File: src/peg_pkg.sv
package peg_pkg;
   // ----------------------------------------------------------------
   // widths and ranges
   // ----------------------------------------------------------------
   localparam int GEAR_W = 17;                     // gear fields, 1..100000
   localparam int QUO_W = 18;                      // counts per pulse
   localparam int ERR_W = 32;                      // error counter width
   localparam logic [16:0] GEAR_MIN = 17'h00001;   // least gear value
   localparam logic [16:0] GEAR_MAX = 17'h186a0;   // 100000, largest gear value
   localparam logic [16:0] GEAR_RESET = 17'h00001; // reset value of gear fields

   // ----------------------------------------------------------------
   // register byte offsets
   // ----------------------------------------------------------------
   localparam logic [7:0] ADDR_NUM_FIRST = 8'h00;  // gear_numerator_first
   localparam logic [7:0] ADDR_DEN = 8'h04;        // gear_denominator
   localparam logic [7:0] ADDR_NUM_SECOND = 8'h08; // gear_numerator_second
   localparam logic [7:0] ADDR_CFG = 8'h0c;        // mode and switch settings
   localparam logic [7:0] ADDR_RESTART = 8'h10;    // write bit 0 to restart
   localparam logic [7:0] ADDR_STATUS = 8'h14;     // live state, read only
   localparam logic [7:0] ADDR_ERROR = 8'h18;      // error counter, read only

   // ----------------------------------------------------------------
   // config register fields
   // ----------------------------------------------------------------
   localparam int CFG_MODE_LSB = 0;   // clear_mode_select, 2 bits
   localparam int CFG_GSE_BIT = 2;    // gear_switch_enable
   localparam int CFG_GSEQ_BIT = 3;   // gear_switch_sequence
   localparam int CFG_W = 4;
   localparam logic [3:0] CFG_RESET = 4'h0;
   localparam int RESTART_BIT = 0;

   // ----------------------------------------------------------------
   // clear modes and switch sequences
   // ----------------------------------------------------------------
   typedef enum logic [1:0] {
      PEG_CLR_SERVO = 2'h0,   // clear on servo off
      PEG_CLR_NEVER = 2'h1,   // never clear automatically
      PEG_CLR_ALL = 2'h2,     // clear on servo off and over-travel, unless zero clamp
      PEG_CLR_RSVD = 2'h3     // reserved, behaves as never
   } peg_clr_mode_t;
   localparam logic GSEQ_IMMEDIATE = 1'b0;  // switch as soon as the pin moves
   localparam logic GSEQ_AT_REST = 1'b1;    // switch only at zero error, idle
endpackage

File: src/peg_gear_scale.sv
`timescale 1ns/10ps
`default_nettype none
module peg_gear_scale #(
   parameter int GW = peg_pkg::GEAR_W,
   parameter int QW = peg_pkg::QUO_W
) (
   // clock and reset
   input wire logic sys_clk,
   input wire logic rst_n,
   // one reference pulse
   input wire logic start,
   input wire logic dir_rev,
   input wire logic [GW-1:0] num,
   input wire logic [GW-1:0] den,
   // scaled result
   output logic busy,
   output logic done,
   output logic [QW-1:0] quotient,
   output logic done_rev
);
   // ----------------------------------------------------------------
   // state and storage
   // ----------------------------------------------------------------
   typedef enum logic [1:0] {
      PEG_SC_IDLE = 2'b00,
      PEG_SC_RUN = 2'b01,
      PEG_SC_DONE = 2'b11
   } peg_sc_state_t;

   peg_sc_state_t state, next_state;
   logic [GW-1:0] frac, next_frac;          // remainder carried between pulses
   logic [QW-1:0] dividend, next_dividend;  // shifted numerator
   logic [QW-1:0] part, next_part;          // partial remainder
   logic [QW-1:0] quo, next_quo;            // quotient bits
   logic [4:0] step, next_step;             // divider step counter
   logic rev, next_rev;                     // direction of this pulse
   logic [QW:0] trial;                      // shifted partial remainder
   logic [GW-1:0] base;                     // remainder in direction frame

   // mirror a remainder into the reverse frame and back
   function automatic logic [GW-1:0] mirror(input logic [GW-1:0] d, input logic [GW-1:0] r);
      mirror = d - r - GW'(1);
   endfunction

   // ----------------------------------------------------------------
   // restoring divider: (frac + num) / den, one bit a cycle
   // ----------------------------------------------------------------
   always_comb begin
      next_state = state;
      next_frac = frac;
      next_dividend = dividend;
      next_part = part;
      next_quo = quo;
      next_step = step;
      next_rev = rev;
      base = dir_rev ? mirror(den, frac) : frac;
      trial = {part, dividend[QW-1]};
      case (state)
         PEG_SC_IDLE: begin
            if (start) begin
               // remainder enters the sum so no count is lost
               next_dividend = QW'(base) + QW'(num);
               next_part = '0;
               next_quo = '0;
               next_step = 5'(QW);
               next_rev = dir_rev;
               next_state = PEG_SC_RUN;
            end
         end
         PEG_SC_RUN: begin
            // subtract when the trial fits
            next_dividend = {dividend[QW-2:0], 1'b0};
            if (trial >= (QW+1)'(den)) begin
               next_part = QW'(trial - (QW+1)'(den));
               next_quo = {quo[QW-2:0], 1'b1};
            end else begin
               next_part = QW'(trial);
               next_quo = {quo[QW-2:0], 1'b0};
            end
            next_step = step - 5'h01;
            if (step == 5'h01) begin
               next_state = PEG_SC_DONE;
            end
         end
         PEG_SC_DONE: begin
            // keep the fraction for the next pulse
            next_frac = rev ? mirror(den, GW'(part)) : GW'(part);
            next_state = PEG_SC_IDLE;
         end
         default: begin
            next_state = PEG_SC_IDLE;
         end
      endcase
   end

   always_ff @(posedge sys_clk) begin
      if (!rst_n) begin
         state <= PEG_SC_IDLE;
         frac <= '0;
         dividend <= '0;
         part <= '0;
         quo <= '0;
         step <= '0;
         rev <= 1'b0;
      end else begin
         state <= next_state;
         frac <= next_frac;
         dividend <= next_dividend;
         part <= next_part;
         quo <= next_quo;
         step <= next_step;
         rev <= next_rev;
      end
   end

   // result ports
   assign busy = (state != PEG_SC_IDLE);
   assign done = (state == PEG_SC_DONE);
   assign quotient = quo;
   assign done_rev = rev;
endmodule
`default_nettype wire

File: src/peg_top.sv
// Function
// - clear input low forces error count zero
// - while clearing, no position correction output
// - mode 0: clear on servo off only
// - mode 1: only the clear input clears
// - mode 2: servo off, over-travel, unless clamp
// - each pulse scaled by numerator over denominator
// - gear select low picks second numerator
// - select honoured only when switching enabled
// - gear values 1..100000, default 1, restart
`timescale 1ns/10ps
`default_nettype none
module peg_top #(
   parameter int GW = peg_pkg::GEAR_W,
   parameter int QW = peg_pkg::QUO_W,
   parameter int EW = peg_pkg::ERR_W
) (
   // clock and reset
   input wire logic sys_clk,
   input wire logic rst_n,
   // apb slave
   input wire logic [7:0] paddr,
   input wire logic psel,
   input wire logic penable,
   input wire logic pwrite,
   input wire logic [31:0] pwdata,
   output logic [31:0] prdata,
   output logic pready,
   output logic pslverr,
   // pins from the host controller
   input wire logic ref_step,
   input wire logic ref_dir,
   input wire logic error_clear_n,
   input wire logic gear_select_n,
   // drive-internal state
   input wire logic servo_on,
   input wire logic overtravel,
   input wire logic zero_clamp,
   input wire logic fb_step,
   input wire logic fb_dir,
   // position loop outputs
   output logic [EW-1:0] error_count,
   output logic [EW-1:0] pos_correction,
   output logic loop_active,
   output logic gear_second_active
);
   // ----------------------------------------------------------------
   // declarations
   // ----------------------------------------------------------------
   logic [3:0] sync1, sync2;        // pin synchronisers
   logic step_prev;                 // last synced step level
   logic pend, next_pend;           // pulse waiting for the scaler
   logic [GW-1:0] stage_num1, stage_den, stage_num2;  // written values
   logic [GW-1:0] next_stage_num1, next_stage_den, next_stage_num2;
   logic [GW-1:0] act_num1, act_den, act_num2;        // values in use
   logic [GW-1:0] next_act_num1, next_act_den, next_act_num2;
   logic [peg_pkg::CFG_W-1:0] cfg, next_cfg;          // settings
   peg_pkg::peg_clr_mode_t act_mode, next_act_mode;   // latched clear mode
   logic [31:0] next_prdata;
   logic next_pready, next_pslverr;
   logic [EW-1:0] next_error, next_corr;
   logic next_loop, next_second;
   logic wr_en, rd_en, restart;     // bus strobes
   logic clr_s, gsel_s, step_s, dir_s;  // synced pin levels
   logic step_edge, sc_start, auto_clr;
   logic sc_busy, sc_done, sc_rev;
   logic [QW-1:0] sc_quo;
   logic [GW-1:0] sc_num;

   // clamp a written gear value into its legal range
   function automatic logic [GW-1:0] clamp_gear(input logic [31:0] v);
      if (v < 32'(peg_pkg::GEAR_MIN)) begin
         clamp_gear = peg_pkg::GEAR_MIN;
      end else if (v > 32'(peg_pkg::GEAR_MAX)) begin
         clamp_gear = peg_pkg::GEAR_MAX;
      end else begin
         clamp_gear = GW'(v);
      end
   endfunction

   // ----------------------------------------------------------------
   // pin synchronisers
   // ----------------------------------------------------------------
   always_ff @(posedge sys_clk) begin
      if (!rst_n) begin
         sync1 <= 4'hf;
         sync2 <= 4'hf;
         step_prev <= 1'b1;
      end else begin
         sync1 <= {ref_step, ref_dir, error_clear_n, gear_select_n};
         sync2 <= sync1;
         step_prev <= sync2[3];
      end
   end

   assign step_s = sync2[3];
   assign dir_s = sync2[2];
   assign clr_s = sync2[1];
   assign gsel_s = sync2[0];
   assign step_edge = step_s && !step_prev;

   // ----------------------------------------------------------------
   // apb slave: one wait cycle, then pready
   // ----------------------------------------------------------------
   assign wr_en = psel && penable && pready && pwrite;
   assign rd_en = psel && penable && !pready;
   assign restart = wr_en && (paddr == peg_pkg::ADDR_RESTART) && pwdata[peg_pkg::RESTART_BIT];

   always_comb begin
      next_pready = psel && penable && !pready;
      next_pslverr = 1'b0;
      next_prdata = prdata;
      if (rd_en) begin
         next_prdata = '0;
         case (paddr)
            peg_pkg::ADDR_NUM_FIRST: next_prdata = 32'(stage_num1);
            peg_pkg::ADDR_DEN: next_prdata = 32'(stage_den);
            peg_pkg::ADDR_NUM_SECOND: next_prdata = 32'(stage_num2);
            peg_pkg::ADDR_CFG: next_prdata = 32'(cfg);
            peg_pkg::ADDR_RESTART: next_prdata = '0;
            peg_pkg::ADDR_STATUS: begin
               next_prdata = 32'({gear_second_active, loop_active, sc_busy, act_mode});
            end
            peg_pkg::ADDR_ERROR: next_prdata = 32'(error_count);
            default: begin
               next_pslverr = 1'b1;
            end
         endcase
      end
   end

   always_ff @(posedge sys_clk) begin
      if (!rst_n) begin
         prdata <= '0;
         pready <= 1'b0;
         pslverr <= 1'b0;
      end else begin
         prdata <= next_prdata;
         pready <= next_pready;
         pslverr <= next_pslverr;
      end
   end

   // ----------------------------------------------------------------
   // settings: staged on write; gear values and clear mode taken into use at restart, gear switch bits at once
   // ----------------------------------------------------------------
   always_comb begin
      next_stage_num1 = stage_num1;
      next_stage_den = stage_den;
      next_stage_num2 = stage_num2;
      next_cfg = cfg;
      if (wr_en) begin
         case (paddr)
            peg_pkg::ADDR_NUM_FIRST: next_stage_num1 = clamp_gear(pwdata);
            peg_pkg::ADDR_DEN: next_stage_den = clamp_gear(pwdata);
            peg_pkg::ADDR_NUM_SECOND: next_stage_num2 = clamp_gear(pwdata);
            peg_pkg::ADDR_CFG: next_cfg = pwdata[peg_pkg::CFG_W-1:0];
            default: begin
               next_cfg = cfg;
            end
         endcase
      end
      // gear values and clear mode switch over only at restart
      next_act_num1 = restart ? stage_num1 : act_num1;
      next_act_den = restart ? stage_den : act_den;
      next_act_num2 = restart ? stage_num2 : act_num2;
      next_act_mode = restart ? peg_pkg::peg_clr_mode_t'(cfg[peg_pkg::CFG_MODE_LSB +: 2])
                              : act_mode;
   end

   always_ff @(posedge sys_clk) begin
      if (!rst_n) begin
         stage_num1 <= peg_pkg::GEAR_RESET;
         stage_den <= peg_pkg::GEAR_RESET;
         stage_num2 <= peg_pkg::GEAR_RESET;
         act_num1 <= peg_pkg::GEAR_RESET;
         act_den <= peg_pkg::GEAR_RESET;
         act_num2 <= peg_pkg::GEAR_RESET;
         cfg <= peg_pkg::CFG_RESET;
         act_mode <= peg_pkg::PEG_CLR_SERVO;
      end else begin
         stage_num1 <= next_stage_num1;
         stage_den <= next_stage_den;
         stage_num2 <= next_stage_num2;
         act_num1 <= next_act_num1;
         act_den <= next_act_den;
         act_num2 <= next_act_num2;
         cfg <= next_cfg;
         act_mode <= next_act_mode;
      end
   end

   // ----------------------------------------------------------------
   // gear selection and pulse scaling
   // ----------------------------------------------------------------
   always_comb begin
      next_second = gear_second_active;
      if (!cfg[peg_pkg::CFG_GSE_BIT]) begin
         next_second = 1'b0;
      end else if (cfg[peg_pkg::CFG_GSEQ_BIT] == peg_pkg::GSEQ_IMMEDIATE) begin
         next_second = !gsel_s;
      end else if (error_count == '0 && !sc_busy && !pend) begin
         next_second = !gsel_s;
      end
      // one pulse may wait while the scaler is busy
      next_pend = (pend || step_edge) && sc_busy;
   end

   assign sc_start = (pend || step_edge) && !sc_busy;
   assign sc_num = gear_second_active ? act_num2 : act_num1;

   // divider turning one pulse into encoder counts
   peg_gear_scale #(
      .GW(GW),
      .QW(QW)
   ) u_scale (
      .sys_clk(sys_clk),
      .rst_n(rst_n),
      .start(sc_start),
      .dir_rev(!dir_s),
      .num(sc_num),
      .den(act_den),
      .busy(sc_busy),
      .done(sc_done),
      .quotient(sc_quo),
      .done_rev(sc_rev)
   );

   // ----------------------------------------------------------------
   // error counter and position loop gate
   // ----------------------------------------------------------------
   always_comb begin
      auto_clr = 1'b0;
      case (act_mode)
         peg_pkg::PEG_CLR_SERVO: auto_clr = !servo_on;
         peg_pkg::PEG_CLR_ALL: auto_clr = (!servo_on || overtravel) && !zero_clamp;
         default: begin
            auto_clr = 1'b0;
         end
      endcase
      next_error = error_count;
      if (sc_done) begin
         next_error = sc_rev ? next_error - EW'(sc_quo) : next_error + EW'(sc_quo);
      end
      if (fb_step) begin
         next_error = fb_dir ? next_error - EW'(1) : next_error + EW'(1);
      end
      if (!clr_s || auto_clr) begin
         next_error = '0;
      end
      next_loop = clr_s && servo_on;
      next_corr = next_loop ? next_error : '0;
   end

   always_ff @(posedge sys_clk) begin
      if (!rst_n) begin
         error_count <= '0;
         pos_correction <= '0;
         loop_active <= 1'b0;
         gear_second_active <= 1'b0;
         pend <= 1'b0;
      end else begin
         error_count <= next_error;
         pos_correction <= next_corr;
         loop_active <= next_loop;
         gear_second_active <= next_second;
         pend <= next_pend;
      end
   end
endmodule
`default_nettype wire

File: config.mk
export PLATFORM = sky130hd
export DESIGN_NAME = peg_top
export DESIGN_NICKNAME = d
export VERILOG_FILES = /design/src/peg_pkg.sv /design/src/peg_gear_scale.sv /design/src/peg_top.sv
export SDC_FILE = /design/constraint.sdc
export NUM_CORES = 1
export LEC_CHECK = 0
export BUFFER_PORTS_ARGS = -buffer_cell sky130_fd_sc_hd__buf_4
export CAP_MARGIN = 0
export CORE_ASPECT_RATIO = 1.25
export CORE_MARGIN = 2
export CORE_UTILIZATION = 54
export CTS_CLUSTER_SIZE = 30
export DETAILED_ROUTE_END_ITERATION = 8
export HOLD_SLACK_MARGIN = 0.03
export PLACE_DENSITY = 0.83
export SYNTH_ARGS = -nofsm -noshare
export SYNTH_HDL_FRONTEND = slang
export SYNTH_HIERARCHICAL = 1
export SYNTH_SLANG_ARGS = --single-unit
export TNS_END_PERCENT = 20
File: constraint.sdc
create_clock -name sys_clk -period 6.1 [get_ports sys_clk]
set_clock_uncertainty 0.1 [all_clocks]
set_input_delay 0.305 -clock sys_clk [delete_from_list [all_inputs] [get_ports sys_clk]]
set_output_delay 0.305 -clock sys_clk [all_outputs]
set_load 0.02 [all_outputs]
==> qor.csv <==
stage,metric,value,unit
run_status,outcome,"complete, no violations",
setup_path,crit_fanout,7,
grt,grt_use_total,32.1,%
timing,fin_setup_tns,0,ns
grt,grt_max_degree,94,
synth,synth_area_per_cell,8.10,um^2
placed_design,postPlaceCellArea,20700,um^2
floorplan,initial_core_util,54.5,%
synth,synth.distinct_cells,93,
synth,synth_edf_count,0,
synth,ys.warnings.count,6,
timing,setup_slack,0.321,ns
floorplan,die-area,37000,um^2
detailed_routing,wl,60800,um
layout,num_antenna_cells,0,
synth,synthArstFlopShare,0,%
detailed_routing,wl_per_cell,20.3,um
timing,slew_viol_final,0,
layout,final_cells,2989,
synth,ys_ff_latch,297,
floorplan,num_rows,77,
clock_tree,htreeDepth,1,
setup_path,endpoint_kind,flip-flop,
synth,yosys_most_used_dff,dfxtp_1,
synth,netlist_area,19200,um^2
synth,ys_seq_area_share,31.0,%
grt,globalRouteOverflowTotal,0,
timing,setup_viol,0,
setup_path,r2r_slack,0.32,ns
detailed_routing,drc,0,
power_and_ir_drop,power_density,242,nW/um^2
layout,areaGrowthSynthToFinish,15.7,%
clock_tree,path_clk_slew,0.07,ns
detailed_routing,vias,18785,
setup_path,crit_type,flip-flop to flip-flop,
synth,synth.top_cell.area_share,31.0,%
layout,drive_gt1_share,13.7,%
power_and_ir_drop,leakage,0.00927,uW
floorplan,core,35200,um^2
layout,nNetsFinal,2682,
timing,rsz0062_at_grt,yes,
clock_tree,insertion_delay,0.60,ns
grt,antenna_found_initial,0,
layout,final_area,22200,um^2
placed_design,dp_hpwl,43300,um
timing,min_period,5.78,ns
floorplan,ios,154,
synth,synth.most_common_cell,nand2_1,
placed_design,placedCellCount,2906,
grt,grt_pass1_vias,18236,
flow_run,drv_cap,0,
power_and_ir_drop,worst_ir_drop_vdd,0.000236,V
placed_design,port_buffers,153,
timing,worst-slew-pin-transition,1.18,ns
timing,period_share,94.7,%
synth,postSynthCellCount,2365,
power_and_ir_drop,p_total,5350,uW
detailed_routing,ant_nets,0,
clock_tree,cts-root-buf,clkbuf_16,
synth,synth_nets,2557,
floorplan,die_height,215,um
setup_path,worstSetupStartpointType,flip-flop,
setup_path,crit_required,6.53,ns
timing,finalHoldViolations,0,
detailed_routing,drt_iter0_markers,1857,
floorplan,die_x,172,um
synth,synth_common_cells,"nand2_1, dfxtp_1, nor2_1",
clock_tree,cts_buffer_depth,3,
clock_tree,cts.sink_count,297,
synth,yosysTopAreaCell,dfxtp_1,
clock_tree,cts_buffers,31,
setup_path,cp.arrival,6.21,ns
timing,clock.fmax,173,MHz
detailed_routing,dr.pass1.iters,8,
placed_design,routabilityCongestion,0.956,
placed_design,pre_cts_ws,0.181,ns
grt,grt_pass1_wl,95700,um
clock_tree,tritoncts,built,
timing,slew_headroom,21.4,%
hold_path,holdCritPathClass,input port to flip-flop,
synth,synthTopCellsByArea,"dfxtp_1, ha_1, nand2_1, a21oi_1, a21boi_0",
detailed_routing,routed_via_density,6.28,
[through the flow]
| stage | hold slack (ns) | utilization, % |
|---|---|---|
| floorplan | 0.286 | - |
| global placement | 0.290 | 58.9 |
| detailed placement | 0.297 | 58.9 |
| CTS | 0.0497 | 62.8 |
| global route | 0.0919 | 63.0 |
| finish | 0.0599 | 63.0 |
[layer usage]
| layer | vias up | GRT usage, % | wire length [um] |
|---|---|---|---|
| met5 | - | 0 | 0 |
| met4 | 0 | 21.0 | 4360 |
| met3 | 231 | 5.37 | 4610 |
| met2 | 884 | 51.6 | 27900 |
| met1 | 8874 | 39.3 | 23900 |
| li1 | 8796 | - | - |
[placed cells by master, fill, tap and decap left out, types with 30 or more instances in the layout]
cell type  instances
nand2_1          322
dfxtp_1          296
buf_4            185
a21oi_1          152
nor2_1           151
ha_1             132
inv_1            104
o21ai_0          102
a21boi_0         100
nand3_1           79
xnor2_1           72
a21o_1            60
nor3_1            48
mux2i_1           46
mux2_2            39
o21a_1            36
clkbuf_16         31
and2_1            30
[what timing repair did]
action | 4_1_cts | 5_1_grt
resized for setup | 0 | 18
setup endpoints to repair | 0 | 16
hold endpoints to repair | 61 | 0
buffers inserted | 0 | 1
hold buffers | 24 | 0
[sequential cells by signal (all words and copies together) (netlist names), 18 cells and up]
name and count:
error_count 32, prdata 32, u_scale/quotient 18, u_scale/part 18, u_scale/dividend 18, pos_correction 32
[cells by family after synthesis]
group	count (synthesis)	synth area share [%]
buffers and inverters	226	4.47
DFF	297	31.0
AOI/OAI and AO/OA	731	26.8
adders and majority gates	138	9.25
and+or+nand+nor	785	18.9
xor gates and xnor gates	102	4.74
muxes	86	4.75
[worst paths after layout]
path                                            to                start  cells past startpoint
worst min-delay path                       pslverr             paddr[6]                      4
worst max register to register  pos_correction[31]  u_scale/quotient[4]                     25
worst max-delay path            pos_correction[31]  u_scale/quotient[4]                     25
worst min register to register            sync2[0]             sync1[0]                      1
[area by class of cell]
cell class                      instances  area, um^2
Clock buffer                           38         852
Clock inverter                         20         262
Fill cell                            2869       13000
Inverter                              109         409
Multi-Input combinational cell       1842       12500
Sequential cell                       297        5950
Tap cell                              474         593
Timing Repair Buffer                  209        1630
[worst max-delay path, stage by stage, from the launching register on]
cell       delay (ns)
dfxtp_1          0.37
nor3_2           0.29
nand2_1          0.13
nor4b_2          0.23
buf_4            0.16
nor2_1           0.04
xnor2_1          0.14
ha_1             0.40
and3_1           0.24
nand3_1          0.09
a211o_1          0.33
and2_1           0.23
o311ai_1         0.32
xor2_1           0.29
nand2_1          0.08
nand2_1          0.08
ha_1             0.23
and3_1           0.20
a31oi_1          0.17
o21ai_0          0.25
a2111oi_4        0.42
a211oi_2         0.13
o21ai_0          0.16
nand3b_1         0.12
xor3_1           0.41
nor2_1           0.10
[where the power goes]
| part | switching (uW) | internal (uW) | leakage [uW] | total (uW) |
|---|---|---|---|---|
| combinational | 722 | 528 | 0.00632 | 1250 |
| sequential | 51.5 | 1970 | 0.00240 | 2020 |
| clock | 895 | 1190 | 0.000549 | 2080 |
| total | 1670 | 3690 | 0.00927 | 5350 |
No activity file was read; power rests on OpenSTA's default activity.
